[src/rtl/mie_pkg.sv]
// Shared constants and types of the instruction execute unit
package mie_pkg;
    // System register window, byte addresses
    localparam logic [7:0] SYS_FIRST = 8'h80;
    localparam logic [7:0] SYS_LAST  = 8'h87;
    // System register indices inside the window
    localparam logic [2:0] IDX_R     = 3'h2;
    localparam logic [2:0] IDX_Z     = 3'h3;
    localparam logic [2:0] IDX_Y     = 3'h4;
    localparam logic [2:0] IDX_PROGRAM_FLAG_REGISTER = 3'h6;
    localparam logic [2:0] IDX_PAGE  = 3'h7;
    // Field positions in program_flag_register and the page register
    localparam int FLG_Z    = 0;
    localparam int FLG_DC   = 1;
    localparam int FLG_C    = 2;
    localparam int FLG_NPD  = 6;
    localparam int FLG_NT0  = 7;
    localparam int PAGE_LO  = 0;
    localparam int BANK_BIT = 4;
    localparam logic [7:0] SHADOW_MASK = 8'h3f;
    // AXI4-Lite register offsets and reset values
    localparam logic [7:0]  REG_CTRL  = 8'h00;
    localparam logic [7:0]  REG_STAT  = 8'h04;
    localparam logic [7:0]  REG_PC    = 8'h08;
    localparam logic [7:0]  REG_CYC   = 8'h0c;
    localparam logic [1:0]  CTRL_RST  = 2'h1;
    localparam int          CTRL_RUN  = 0;
    localparam int          CTRL_GIE  = 1;
    localparam logic [1:0]  RESP_OKAY = 2'h0;
    localparam logic [1:0]  RESP_SLV  = 2'h2;
    localparam logic [15:0] PC_RST    = 16'h0000;

    typedef enum logic [4:0] {
        OP_NOP  = 5'h00, OP_MOV  = 5'h01, OP_XCH  = 5'h02, OP_PROGRAM_TABLE_READ = 5'h03,
        OP_ADD  = 5'h04, OP_ADC  = 5'h05, OP_SUB  = 5'h06, OP_SBC  = 5'h07,
        OP_AND  = 5'h08, OP_OR   = 5'h09, OP_XOR  = 5'h0a, OP_SWAP = 5'h0b,
        OP_RRC  = 5'h0c, OP_RLC  = 5'h0d, OP_CLR  = 5'h0e, OP_BCLR = 5'h0f,
        OP_BSET = 5'h10, OP_CMPS = 5'h11, OP_INCREMENT_SKIP_IF_ZERO = 5'h12, OP_DECREMENT_SKIP_IF_ZERO = 5'h13,
        OP_SKIP_IF_BIT_CLEAR = 5'h14, OP_SKIP_IF_BIT_SET = 5'h15, OP_JMP  = 5'h16, OP_CALL = 5'h17,
        OP_RET  = 5'h18, OP_RETURN_FROM_INTERRUPT = 5'h19, OP_PUSH = 5'h1a, OP_POP  = 5'h1b
    } mie_op_t;

    typedef enum logic [2:0] {
        ST_RUN   = 3'b001,
        ST_STALL = 3'b010,
        ST_TABLE = 3'b100
    } mie_state_t;

    typedef struct packed {
        mie_op_t     op;
        logic        to_mem;
        logic        use_imm;
        logic        bank0;
        logic [2:0]  bit_idx;
        logic [7:0]  addr;
        logic [7:0]  imm;
        logic [13:0] dest;
    } mie_ins_t;
endpackage : mie_pkg

[src/rtl/mie_core.sv]
// Instruction execute unit of the 8-bit core with AXI4-Lite status port
`timescale 1ns/10ps
module mie_core
    import mie_pkg::*;
#(
    parameter int BANK_W   = 1,
    parameter int STACK_W  = 3
) (
    input  wire logic        i_clk,
    input  wire logic        i_resetn,
    input  wire logic        i_ce,
    input  wire mie_ins_t    i_ins,
    input  wire logic        i_ins_valid,
    output logic             o_ins_ready,
    output logic             o_rom_rd,
    output logic [15:0]      o_rom_addr,
    input  wire logic [15:0] i_rom_data,
    input  wire logic        i_wdt_timeout,
    input  wire logic        i_power_down,
    output logic [15:0]      o_pc,
    output logic             o_gie,
    input  wire logic [7:0]  i_s_axi_awaddr,
    input  wire logic        i_s_axi_awvalid,
    output logic             o_s_axi_awready,
    input  wire logic [31:0] i_s_axi_wdata,
    input  wire logic [3:0]  i_s_axi_wstrb,
    input  wire logic        i_s_axi_wvalid,
    output logic             o_s_axi_wready,
    output logic [1:0]       o_s_axi_bresp,
    output logic             o_s_axi_bvalid,
    input  wire logic        i_s_axi_bready,
    input  wire logic [7:0]  i_s_axi_araddr,
    input  wire logic        i_s_axi_arvalid,
    output logic             o_s_axi_arready,
    output logic [31:0]      o_s_axi_rdata,
    output logic [1:0]       o_s_axi_rresp,
    output logic             o_s_axi_rvalid,
    input  wire logic        i_s_axi_rready
);
    localparam int RAM_D = 2 ** (BANK_W + 7);
    localparam int STK_D = 2 ** STACK_W;

    function automatic logic sys_hit(input logic [7:0] a);
        sys_hit = (a >= SYS_FIRST) && (a <= SYS_LAST);
    endfunction : sys_hit

    // {carry, decimal carry, result}; subtraction is addition of the complement
    function automatic logic [9:0] alu_add(input logic [7:0] a, input logic [7:0] b,
                                           input logic sub, input logic cin);
        logic [7:0] bb;
        logic [4:0] lo;
        logic [8:0] sum;
        bb  = sub ? ~b : b;
        lo  = {1'b0, a[3:0]} + {1'b0, bb[3:0]} + {4'h0, cin};
        sum = {1'b0, a} + {1'b0, bb} + {8'h00, cin};
        alu_add = {sum[8], lo[4], sum[7:0]};
    endfunction : alu_add

    logic [7:0]         ram_mem [RAM_D];
    logic [7:0]         sys_ff [8];
    logic [15:0]        stk_mem [STK_D];
    logic [STACK_W-1:0] sp_ff;
    logic [7:0]         acc_ff, sh_acc_ff, sh_flg_ff;
    logic [15:0]        pc_ff;
    logic [31:0]        cyc_ff;
    logic [1:0]         ctrl_ff;
    logic               skip_ff, gie_ff;
    logic [1:0]         wdt_sync_ff, pd_sync_ff;
    mie_state_t         state_ff;

    // Status pins come from outside the clock domain
    always_ff @(posedge i_clk or negedge i_resetn) begin
        if (!i_resetn) begin
            wdt_sync_ff <= 2'b00;
            pd_sync_ff  <= 2'b00;
        end else if (i_ce) begin
            wdt_sync_ff <= {wdt_sync_ff[0], i_wdt_timeout};
            pd_sync_ff  <= {pd_sync_ff[0], i_power_down};
        end
    end

    logic                    take, exec;
    logic [7:0]              program_flag_register, mem_rd, opnd, res, wdata, nxt_acc;
    logic [BANK_W+6:0]       ram_idx;
    logic [9:0]              alu;
    logic                    mem_we, acc_we, wr_dest, flag_we, nxt_c, nxt_dc, nxt_z;
    logic                    nxt_skip, branch, push, pop, return_from_interrupt, save, restore, table_rd;
    logic [15:0]             nxt_pc;

    assign program_flag_register   = sys_ff[IDX_PROGRAM_FLAG_REGISTER];
    assign ram_idx = {i_ins.bank0 ? {BANK_W{1'b0}} : sys_ff[IDX_PAGE][BANK_BIT +: BANK_W],
                      i_ins.addr[6:0]};
    assign mem_rd  = i_ins.addr[7] ? (sys_hit(i_ins.addr) ? sys_ff[i_ins.addr[2:0]] : 8'h00)
                                   : ram_mem[ram_idx];
    assign opnd    = i_ins.use_imm ? i_ins.imm : mem_rd;
    assign o_ins_ready = (state_ff == ST_RUN) && ctrl_ff[CTRL_RUN];
    assign take    = i_ce && i_ins_valid && o_ins_ready;
    assign exec    = take && !skip_ff;

    always_comb begin
        alu      = alu_add(acc_ff, opnd, 1'b0, 1'b0);
        res      = opnd;
        wdata    = 8'h00;
        nxt_acc  = acc_ff;
        mem_we   = 1'b0;
        acc_we   = 1'b0;
        wr_dest  = 1'b0;
        flag_we  = 1'b0;
        nxt_c    = program_flag_register[FLG_C];
        nxt_dc   = program_flag_register[FLG_DC];
        nxt_z    = program_flag_register[FLG_Z];
        nxt_skip = 1'b0;
        branch   = 1'b0;
        push     = 1'b0;
        pop      = 1'b0;
        return_from_interrupt     = 1'b0;
        save     = 1'b0;
        restore  = 1'b0;
        table_rd = 1'b0;
        nxt_pc   = pc_ff + 16'h0001;
        case (i_ins.op)
            OP_MOV: begin
                if (i_ins.to_mem) begin
                    wdata  = i_ins.use_imm ? i_ins.imm : acc_ff;
                    mem_we = !i_ins.use_imm || (i_ins.bank0 && sys_hit(i_ins.addr));
                end else begin
                    wr_dest = 1'b1;
                    if (i_ins.bank0 && !i_ins.use_imm) begin
                        flag_we = 1'b1;
                        nxt_z   = (opnd == 8'h00);
                    end
                end
            end
            OP_XCH: begin
                nxt_acc = mem_rd;
                acc_we  = 1'b1;
                wdata   = acc_ff;
                mem_we  = 1'b1;
            end
            OP_PROGRAM_TABLE_READ: table_rd = 1'b1;
            OP_ADD, OP_ADC, OP_SUB, OP_SBC: begin
                alu = alu_add(acc_ff, opnd, i_ins.op inside {OP_SUB, OP_SBC},
                              (i_ins.op inside {OP_ADC, OP_SBC}) ? program_flag_register[FLG_C]
                                                                 : (i_ins.op == OP_SUB));
                res     = alu[7:0];
                wr_dest = 1'b1;
                flag_we = 1'b1;
                {nxt_c, nxt_dc} = alu[9:8];
                nxt_z   = (alu[7:0] == 8'h00);
            end
            OP_AND, OP_OR, OP_XOR: begin
                res     = (i_ins.op == OP_AND) ? (acc_ff & opnd) :
                          (i_ins.op == OP_OR)  ? (acc_ff | opnd) : (acc_ff ^ opnd);
                wr_dest = 1'b1;
                flag_we = 1'b1;
                nxt_z   = (res == 8'h00);
            end
            OP_SWAP: begin
                res     = {opnd[3:0], opnd[7:4]};
                wr_dest = 1'b1;
            end
            OP_RRC, OP_RLC: begin
                res     = (i_ins.op == OP_RRC) ? {program_flag_register[FLG_C], opnd[7:1]}
                                               : {opnd[6:0], program_flag_register[FLG_C]};
                nxt_c   = (i_ins.op == OP_RRC) ? opnd[0] : opnd[7];
                flag_we = 1'b1;
                wr_dest = 1'b1;
            end
            OP_CLR: mem_we = 1'b1;
            OP_BCLR, OP_BSET: begin
                wdata  = mem_rd;
                wdata[i_ins.bit_idx] = (i_ins.op == OP_BSET);
                mem_we = 1'b1;
            end
            OP_CMPS: begin
                alu      = alu_add(acc_ff, opnd, 1'b1, 1'b1);
                flag_we  = 1'b1;
                nxt_c    = alu[9];
                nxt_z    = (alu[7:0] == 8'h00);
                nxt_skip = (alu[7:0] == 8'h00);
            end
            OP_INCREMENT_SKIP_IF_ZERO, OP_DECREMENT_SKIP_IF_ZERO: begin
                res      = (i_ins.op == OP_INCREMENT_SKIP_IF_ZERO) ? opnd + 8'h01 : opnd - 8'h01;
                wr_dest  = 1'b1;
                nxt_skip = (res == 8'h00);
            end
            OP_SKIP_IF_BIT_CLEAR: nxt_skip = !opnd[i_ins.bit_idx];
            OP_SKIP_IF_BIT_SET: nxt_skip = opnd[i_ins.bit_idx];
            OP_JMP, OP_CALL: begin
                branch = 1'b1;
                push   = (i_ins.op == OP_CALL);
                nxt_pc = {sys_ff[IDX_PAGE][PAGE_LO +: 2], i_ins.dest};
            end
            OP_RET, OP_RETURN_FROM_INTERRUPT: begin
                branch = 1'b1;
                pop    = 1'b1;
                return_from_interrupt   = (i_ins.op == OP_RETURN_FROM_INTERRUPT);
                nxt_pc = stk_mem[sp_ff - STACK_W'(1)];
            end
            OP_PUSH: save = 1'b1;
            OP_POP: begin
                restore = 1'b1;
                nxt_acc = sh_acc_ff;
                acc_we  = 1'b1;
            end
            default: ;
        endcase
        if (wr_dest) begin
            if (i_ins.to_mem) begin
                wdata  = res;
                mem_we = 1'b1;
            end else begin
                nxt_acc = res;
                acc_we  = 1'b1;
            end
        end
    end

    always_ff @(posedge i_clk or negedge i_resetn) begin
        if (!i_resetn) begin
            acc_ff <= 8'h00;
        end else if (i_ce) begin
            if (state_ff == ST_TABLE) begin
                acc_ff <= i_rom_data[7:0];
            end else if (exec && acc_we) begin
                acc_ff <= nxt_acc;
            end
        end
    end

    // System registers; hardware status bits are refreshed every cycle
    always_ff @(posedge i_clk or negedge i_resetn) begin
        if (!i_resetn) begin
            for (int k = 0; k < 8; k++) begin
                sys_ff[k] <= 8'h00;
            end
        end else if (i_ce) begin
            if (exec && mem_we && sys_hit(i_ins.addr)) begin
                sys_ff[i_ins.addr[2:0]] <= wdata;
            end
            if (state_ff == ST_TABLE) begin
                sys_ff[IDX_R] <= i_rom_data[15:8];
            end
            if (exec && restore) begin
                sys_ff[IDX_PROGRAM_FLAG_REGISTER][5:0] <= sh_flg_ff[5:0];
            end else if (exec && flag_we) begin
                sys_ff[IDX_PROGRAM_FLAG_REGISTER][FLG_C]  <= nxt_c;
                sys_ff[IDX_PROGRAM_FLAG_REGISTER][FLG_DC] <= nxt_dc;
                sys_ff[IDX_PROGRAM_FLAG_REGISTER][FLG_Z]  <= nxt_z;
            end
            sys_ff[IDX_PROGRAM_FLAG_REGISTER][FLG_NT0] <= wdt_sync_ff[1];
            sys_ff[IDX_PROGRAM_FLAG_REGISTER][FLG_NPD] <= pd_sync_ff[1];
        end
    end

    // Data RAM holds no reset so it can map to a plain memory
    always_ff @(posedge i_clk) begin
        if (i_ce && exec && mem_we && !i_ins.addr[7]) begin
            ram_mem[ram_idx] <= wdata;
        end
    end

    always_ff @(posedge i_clk or negedge i_resetn) begin
        if (!i_resetn) begin
            sh_acc_ff <= 8'h00;
            sh_flg_ff <= 8'h00;
        end else if (i_ce && exec && save) begin
            sh_acc_ff <= acc_ff;
            sh_flg_ff <= program_flag_register & SHADOW_MASK;
        end
    end

    // Counter and return stack; the stack wraps silently on overflow
    always_ff @(posedge i_clk or negedge i_resetn) begin
        if (!i_resetn) begin
            pc_ff <= PC_RST;
            sp_ff <= '0;
        end else if (i_ce && take) begin
            pc_ff <= exec ? nxt_pc : pc_ff + 16'h0001;
            if (exec && push) begin
                sp_ff <= sp_ff + STACK_W'(1);
            end else if (exec && pop) begin
                sp_ff <= sp_ff - STACK_W'(1);
            end
        end
    end

    // Return stack holds no reset, like the data RAM
    always_ff @(posedge i_clk) begin
        if (i_ce && exec && push) begin
            stk_mem[sp_ff] <= pc_ff + 16'h0001;
        end
    end

    always_ff @(posedge i_clk or negedge i_resetn) begin
        if (!i_resetn) begin
            state_ff <= ST_RUN;
            skip_ff  <= 1'b0;
        end else if (i_ce) begin
            case (state_ff)
                ST_RUN: begin
                    if (take) begin
                        skip_ff <= exec && nxt_skip;
                        if (exec && table_rd) begin
                            state_ff <= ST_TABLE;
                        end else if (exec && (branch || (mem_we && !i_ins.addr[7]))) begin
                            state_ff <= ST_STALL;
                        end
                    end
                end
                ST_STALL, ST_TABLE: state_ff <= ST_RUN;
                default: state_ff <= ST_RUN;
            endcase
        end
    end

    assign o_rom_rd   = (state_ff == ST_TABLE);
    assign o_rom_addr = {sys_ff[IDX_Y], sys_ff[IDX_Z]};
    assign o_pc       = pc_ff;
    assign o_gie      = gie_ff;

    // AXI4-Lite slave: address and data taken in either order
    logic        aw_got_ff, w_got_ff;
    logic [7:0]  awaddr_ff;
    logic [31:0] wdata_ff;
    logic [3:0]  wstrb_ff;
    logic        bus_wr;
    assign o_s_axi_awready = !aw_got_ff && !o_s_axi_bvalid;
    assign o_s_axi_wready  = !w_got_ff && !o_s_axi_bvalid;
    assign o_s_axi_arready = !o_s_axi_rvalid;
    assign bus_wr = aw_got_ff && w_got_ff && !o_s_axi_bvalid;

    always_ff @(posedge i_clk or negedge i_resetn) begin
        if (!i_resetn) begin
            aw_got_ff      <= 1'b0;
            w_got_ff       <= 1'b0;
            awaddr_ff      <= 8'h00;
            wdata_ff       <= 32'h0;
            wstrb_ff       <= 4'h0;
            o_s_axi_bvalid <= 1'b0;
            o_s_axi_bresp  <= RESP_OKAY;
        end else if (i_ce) begin
            if (i_s_axi_awvalid && o_s_axi_awready) begin
                aw_got_ff <= 1'b1;
                awaddr_ff <= i_s_axi_awaddr;
            end
            if (i_s_axi_wvalid && o_s_axi_wready) begin
                w_got_ff <= 1'b1;
                wdata_ff <= i_s_axi_wdata;
                wstrb_ff <= i_s_axi_wstrb;
            end
            if (bus_wr) begin
                aw_got_ff      <= 1'b0;
                w_got_ff       <= 1'b0;
                o_s_axi_bvalid <= 1'b1;
                o_s_axi_bresp  <= (awaddr_ff[7:4] == 4'h0) ? RESP_OKAY : RESP_SLV;
            end else if (o_s_axi_bvalid && i_s_axi_bready) begin
                o_s_axi_bvalid <= 1'b0;
            end
        end
    end

    // Interrupt return sets the enable even when software clears it together
    always_ff @(posedge i_clk or negedge i_resetn) begin
        if (!i_resetn) begin
            ctrl_ff <= CTRL_RST;
            gie_ff  <= 1'b0;
        end else if (i_ce) begin
            if (bus_wr && awaddr_ff == REG_CTRL && wstrb_ff[0]) begin
                ctrl_ff[CTRL_RUN] <= wdata_ff[CTRL_RUN];
                gie_ff <= wdata_ff[CTRL_GIE] || (exec && return_from_interrupt);
            end else if (exec && return_from_interrupt) begin
                gie_ff <= 1'b1;
            end
        end
    end

    always_ff @(posedge i_clk or negedge i_resetn) begin
        if (!i_resetn) begin
            cyc_ff <= 32'h0;
        end else if (i_ce && (take || state_ff != ST_RUN)) begin
            cyc_ff <= cyc_ff + 32'h1;
        end
    end

    always_ff @(posedge i_clk or negedge i_resetn) begin
        if (!i_resetn) begin
            o_s_axi_rvalid <= 1'b0;
            o_s_axi_rdata  <= 32'h0;
            o_s_axi_rresp  <= RESP_OKAY;
        end else if (i_ce) begin
            if (i_s_axi_arvalid && o_s_axi_arready) begin
                o_s_axi_rvalid <= 1'b1;
                o_s_axi_rresp  <= RESP_OKAY;
                case (i_s_axi_araddr)
                    REG_CTRL: o_s_axi_rdata <= {30'h0, gie_ff, ctrl_ff[CTRL_RUN]};
                    REG_STAT: o_s_axi_rdata <= {12'h0, skip_ff, state_ff, program_flag_register, acc_ff};
                    REG_PC:   o_s_axi_rdata <= {16'h0, pc_ff};
                    REG_CYC:  o_s_axi_rdata <= cyc_ff;
                    default: begin
                        o_s_axi_rdata <= 32'h0;
                        o_s_axi_rresp <= RESP_SLV;
                    end
                endcase
            end else if (o_s_axi_rvalid && i_s_axi_rready) begin
                o_s_axi_rvalid <= 1'b0;
            end
        end
    end
endmodule : mie_core

[config.mk]
export PLATFORM = sky130hd
export DESIGN_NAME = mie_core
export DESIGN_NICKNAME = d
export VERILOG_FILES = /design/src/rtl/mie_pkg.sv /design/src/rtl/mie_core.sv
export SDC_FILE = /design/constraint.sdc
export NUM_CORES = 2
export LEC_CHECK = 0
export BUFFER_PORTS_ARGS = -buffer_cell sky130_fd_sc_hd__buf_4
export CAP_MARGIN = 20
export CORE_ASPECT_RATIO = 0.8
export CORE_UTILIZATION = 60
export DETAILED_ROUTE_END_ITERATION = 6
export PLACE_DENSITY = 0.77
export SYNTH_ARGS = -nofsm -noshare
export SYNTH_HDL_FRONTEND = slang
export SYNTH_SLANG_ARGS = --single-unit
[constraint.sdc]
create_clock -name i_clk -period 15.1 [get_ports i_clk]
set_input_delay 4.53 -clock i_clk [delete_from_list [all_inputs] [get_ports i_clk]]
set_output_delay 4.53 -clock i_clk [all_outputs]
set_load 0.05 [all_outputs]
* Yosys cells after proc, flatten, opt, wreduce, memory -nomap -nowiden *
Memory sizes are Yosys's and may differ from the RTL's.
Index checks and enable logic that the tools add are counted.

operators by class
  bitwise operators = 5
  equal/unequal tests = 40
  reductions and logical operators = 104
  $add $sub $neg = 12
  $lt $le $gt $ge = 6
  div/mod/pow operators = 0
  shift-type cells = 0
  multiplexer cells = 88
  multipliers = 0

operators with widths
  cell                                                                    number
  8-bit two-way mux                                                       20
  32-bit one-hot mux with 4 select lines                                  1
  64-bit bitwise mux                                                      1
  5-bit equality test (second input constant)                             12
  8-bit zero test                                                         7
  48-bit two-way mux                                                      1
  5-bit by 4-bit equality test with 1-bit output (second input constant)  8
  8-bit one-hot mux with 5 select lines                                   1
  1-bit logical AND                                                       39
  1-bit two-way mux                                                       38
  32-bit by 1-bit adder with 32-bit output (second input constant)        1
  16-bit one-hot mux with 2 select lines                                  1
  2-bit AND reduction                                                     15
  3-bit two-way mux                                                       9
  8-bit binary-select mux with 3-bit select                               1
  8-bit demux with 3-bit select                                           1
  8-bit one-hot mux with 3 select lines                                   1
  2-bit nonzero test                                                      11
  5-bit by 3-bit equality test with 1-bit output (second input constant)  4
  8-bit by 8-bit adder with 9-bit output                                  2
  16-bit by 1-bit adder with 16-bit output (second input constant)        1
  8-bit by 4-bit equality test with 1-bit output (second input constant)  2
  16-bit two-way mux                                                      1
  8-bit one-hot mux with 2 select lines                                   1
  48 further kinds                                                        76

storage, ports and cells
  logic and storage cells = 291
  memory bits (writable) = 2,176
  register bits = 198
  memories = 2
  bits in read-only memories = 0
  latch bits = 0
  output and inout bits = 76
  input port bits = 120

memory list
  memory   depth  width  rd ports  clocked after Yosys merged registers in  wr ports  line            text
  ram_mem  256    8      1         0                                        1         mie_core.sv:59  logic [7:0] ram_mem [RAM_D];
  stk_mem  8      16     1         0                                        1         mie_core.sv:61  logic [15:0] stk_mem [STK_D];

* Depth between registers and ports, before layout *
  depth in word-level cells = 18
  depth in mapped cells = 29

* Worst setup path before layout *
Ideal clock, no wire load.

  path type = input -> register
  from = input i_ins[22] (netlist bit)
  to = memory ram_mem[0][5] (data pin)
  required time = 13.595 ns
  cell stages on the path = 24
  path buffers = 7
  arrival time = 15.032 ns
  library setup time = 1.505 ns
  path slack = -1.438 ns
  path through = buf_6 -> buf_6 -> buf_8 -> buf_8 -> buf_4 -> buf_4 -> buf_4 -> mux2i_1 -> nand2_1 -> nand3_1 -> nand4_1 -> a22oi_1 -> a21oi_1 -> o31ai_2 -> xnor2_1 -> fa_1 -> a21o_1 -> a21oi_1 -> o21bai_1 -> a21oi_1 -> xnor2_1 -> o211ai_1 -> a211oi_2 -> o21bai_1

on the way
  longest elaborated chain between the ends = 14
  elaborated cells on any way between the ends = 29
  classes of those cells = add/sub (4); order compare (2); mux (16); bitwise (5); reduce/logical (1); memory (1)

RTL lines
  item                                                                             line             text
  start: declaration                                                               mie_core.sv:12   input wire mie_ins_t i_ins,
  parallel branches: the longest is 5 deep, another holds memory read 256 x 8 bit  --
  8-bit two-way mux (*)                                                            mie_core.sv:93   assign mem_rd = i_ins.addr[7] ? (sys_hit(i_ins.addr) ? sys_ff[i_ins.addr[2:0]] : 8'h00)
  8-bit two-way mux                                                                mie_core.sv:95   assign opnd = i_ins.use_imm ? i_ins.imm : mem_rd;
  8-bit inverter                                                                   mie_core.sv:53   bb = sub ? ~b : b;
  8-bit two-way mux                                                                mie_core.sv:53
  8-bit by 8-bit adder with 9-bit output                                           mie_core.sv:55   sum = {1'b0, a} + {1'b0, bb} + {8'h00, cin};
  9-bit by 1-bit adder with 9-bit output                                           mie_core.sv:55
  8-bit one-hot mux with 5 select lines                                            mie_core.sv:121  case (i_ins.op)
  8-bit two-way mux                                                                mie_core.sv:209  if (i_ins.to_mem) begin
  8-bit two-way mux (*)                                                            mie_core.sv:208  if (wr_dest) begin
  via wdata[5]                                                                     mie_core.sv:83   logic [7:0] program_flag_register, mem_rd, opnd, res, wdata, nxt_acc;
  end: declaration                                                                 mie_core.sv:59

Mark *: on every way through the listed nets, which the timed path passes. The select of a mux whose other input is x is not followed.

* Worst setup path after layout *
  from = input i_ins[22] (netlist bit)
  to = memory ram_mem[125][7] (data pin)

The elaborated chain is that of the path after synthesis.

==> flow_metrics.env <==
export IMPL_ys_types=95
export IMPL_placed_area_um2=101600
export IMPL_grt_pass1_wl_mm=417.6
export IMPL_synthFlopType="edfxtp_1"
export IMPL_synth_warnings=0
export IMPL_utilization_pct=67.18
export IMPL_cts_root_buf="clkbuf_16"
export IMPL_fillCellCount=10250
export IMPL_grt_overflow=0
export IMPL_r2r_start="sys_ff[4]"
export IMPL_chipWidth_um=453.5
export IMPL_grt_start_max_net_pins=265
export IMPL_power_internal_mw=10.67
export IMPL_crit_path_end_kind="flip-flop"
export IMPL_switchingPower_mw=3.272
export IMPL_dp_cells=7709
export IMPL_max_freq_mhz=77.48
export IMPL_setup_viol=0
export IMPL_ios=196
export IMPL_r2r_end="ram_mem[125][7]"
export IMPL_worst_slew_pin_slew_ns=1.613
export IMPL_clock_sinks=2372
export IMPL_max_vdd_ir_drop_mv=0.1242
export IMPL_clock_tree_buffer_depth=3
export IMPL_port_buffers=160
export IMPL_critPathKind="input pin to flip-flop"
export IMPL_reg2reg_setup_slack_ns=5.41
export IMPL_postCtsHoldBufs=0
export IMPL_final_cell_mix="edfxtp_1 (2,176), mux4_2 (475), nor2_1 (409)"
export IMPL_crit_path_max_fanout=52
export IMPL_netlist_area_um2=97840
export IMPL_yosysSeqAreaShare_pct=71.80
export IMPL_hold_ws_ns=0.4689
export IMPL_antenna_left=0
export IMPL_synth_area_per_cell_um2=17.52
export IMPL_synthMuxAreaShare_pct=13.85
export IMPL_die_area_um2=164700
export IMPL_clkPwrFrac_pct=39.6
export IMPL_post_cts_buffers=0
export IMPL_clkTransAtPathRegs_ns=0.06
export IMPL_ff_latch_area_um2=70250
export IMPL_vias=58910
export IMPL_synth_xor_area_share_pct=0.6535
export IMPL_crit_arrival_ns=13.47
export IMPL_cap_violations=0
export IMPL_first_pass_iters=7
export IMPL_power_mw=13.95
export IMPL_leakagePower_nw=36.37
export IMPL_dp_hpwl_mm=193.5
export IMPL_hold_violations=0
export IMPL_timing_critical_path_to="ram_mem[125][7]"
export IMPL_critical_path_required_ns=15.67
export IMPL_htree_levels=4
export IMPL_yosys_area_share_simple_pct=5.574
export IMPL_rows=132
export IMPL_num_nets_final=5954
export IMPL_drv_slew=2
export IMPL_worst_slack_ns=2.194
export IMPL_cts_resized=0
export IMPL_critPathLaunch="i_ins[22]"
export IMPL_sw_frac_of_total_pct=23.46
export IMPL_min_path_type="flip-flop to flip-flop"
export IMPL_fin_crit_ns=12.91
export IMPL_status="finished, violations left"
export IMPL_first_iter_violations=11350
export IMPL_async_reset_ff_share_pct=8.263
export IMPL_synth_seq_cells=2372
export IMPL_violations="DRC, slew limit"
export IMPL_cts_made_buffers=212
export IMPL_synth_edf_count=2176
export IMPL_synthAdderAreaFrac_pct=0.6445
export IMPL_multi_input_area_um2=25720
export IMPL_cellPowerDensity_nw_per_um2=128.3
export IMPL_antenna_found_initial=22
export IMPL_final_common_cell="edfxtp_1"
export IMPL_combPwrFrac_pct=7.8
export IMPL_reg2regPathDepth=21
export IMPL_relSlewSlack_pct=-7.547
export IMPL_finalSetupTns_ns=0
export IMPL_rsz0062_at_grt="no"
export IMPL_routedWlPerCell_um=37.11
export IMPL_routed_wl_mm=301.2
export IMPL_dieHeight_um=363.2
export IMPL_first_global_vias=55450
export IMPL_core_um2=161900
export IMPL_insertion_delay_ns=0.88
export IMPL_initial_core_util_pct=60.45
export IMPL_power_frac_seq_pct=52.6
export IMPL_synth_top_family_by_area="multiplexers"
export IMPL_final_area_um2=108700
export IMPL_synth_cells=5585
export IMPL_cp_start_kind="input pin"
export IMPL_finalClockSkew_ns=0.05444
export IMPL_gp_congestion=1.035
export IMPL_grt_usage_pct=36.51
export IMPL_dp_slack_ns=1.951
export IMPL_syn2layout_area_growth_pct=11.13
export IMPL_cts_tree="yes"
export IMPL_drc=116
export IMPL_finalCritPeriodShare_pct=85.47
export IMPL_finalNonFillerCells=8117
export IMPL_via_per_inst=7.257
export IMPL_synth_compound_area_share_pct=5.349
export IMPL_drive_gt1_share_pct=21.02
==> area by class of cell <==
cell class,instances,share of cell area (%)
flip-flops and latches,2372,64.61
multi-input cells,2807,23.66
clock buffers,251,5.101
repair buffers,335,2.544
well taps,2144,2.467
clock inverters,143,1.381
inverters,58,0.2209
diodes,7,0.01611
==> sequential cells by signal, summed over array words and instances, names as in the netlist, 3 cells and up <==
name,cells
sh_flg_ff,6
awaddr_ff,8
state_ff,3
o_pc,16
sp_ff,3
cyc_ff,32
acc_ff,8
program_flag_register,8
o_rom_addr,16
ram_mem,2048
sh_acc_ff,8
o_s_axi_rdata,32
sys_ff,40
stk_mem,128
==> Yosys cell counts (all sizes together), types with 55 or more instances <==
master  number  area, um^2
nand3      133       665.6
nand4       76       475.5
a21oi      167       839.6
a22oi      147        1109
mux2        66       743.2
nand2      300        1126
edfxtp    2176       65340
mux4       475       10700
dfrtp      194        4855
nor2       415        1558
mux2i      211        2112
inv         55       206.4
clkbuf     180       675.7
buf        169        1185
o21ai      118       598.1
==> kinds of logic after synthesis <==
family | after synthesis
fa+ha+maj | 48
compound gates | 756
other cells | 1
mux | 752
simple gates | 1176
xor+xnor | 73
flops | 2372
buf+inv | 407
==> layer usage <==
metal / vias up / share of wire, % / global-route usage [%]
li1: 22890 / - / -
met1: 29800 / 36 / 51.29
met2: 5278 / 42 / 49.29
met3: 923 / 17 / 16.27
met4: 20 / 5.4 / 16.09
met5: - / 0.11 / 0.8681
==> power groups by stage <==
stage | Sequential (mW) | Clock (mW) | Combinational (mW)
floorplan | 7.51 | 0 | 0.598
global placement | 7.47 | 0 | 1.01
detailed placement | 7.47 | 0 | 1.03
CTS | 7.33 | 5.52 | 1.04
global route | 7.34 | 5.76 | 1.11
finish | 7.34 | 5.53 | 1.08
==> worst max-delay path: stages <==
cell and delay, ns:
buf_8 0.50, mux4_2 0.71, a32oi_1 0.83, o2111ai_1 0.23, or4_1 0.67, o41ai_1 1.08, nand2_1 0.39, o21bai_4 0.35
inv_2 0.15, ha_1 0.41, nor2b_1 0.17, o21ai_0 0.26, nand2_1 0.12, mux2i_1 0.14, a211o_1 0.28, nor3b_1 0.76
xnor2_1 0.22, o311a_1 0.53, inv_6 0.34, buf_4 0.53
==> worst min path at each step <==
stage	slack (ns)	to	cells after the start	from
3_5_place_dp	0.46	cyc_ff[31]	1	cyc_ff[31]
6_report	0.47	cyc_ff[31]	1	cyc_ff[31]
3_3_place_gp	0.46	cyc_ff[31]	1	cyc_ff[31]
5_1_grt	0.49	cyc_ff[31]	1	cyc_ff[31]
2_1_floorplan	0.44	cyc_ff[31]	1	cyc_ff[31]
4_1_cts	0.47	cyc_ff[31]	1	cyc_ff[31]
No activity file was read; power rests on OpenSTA's default activity.
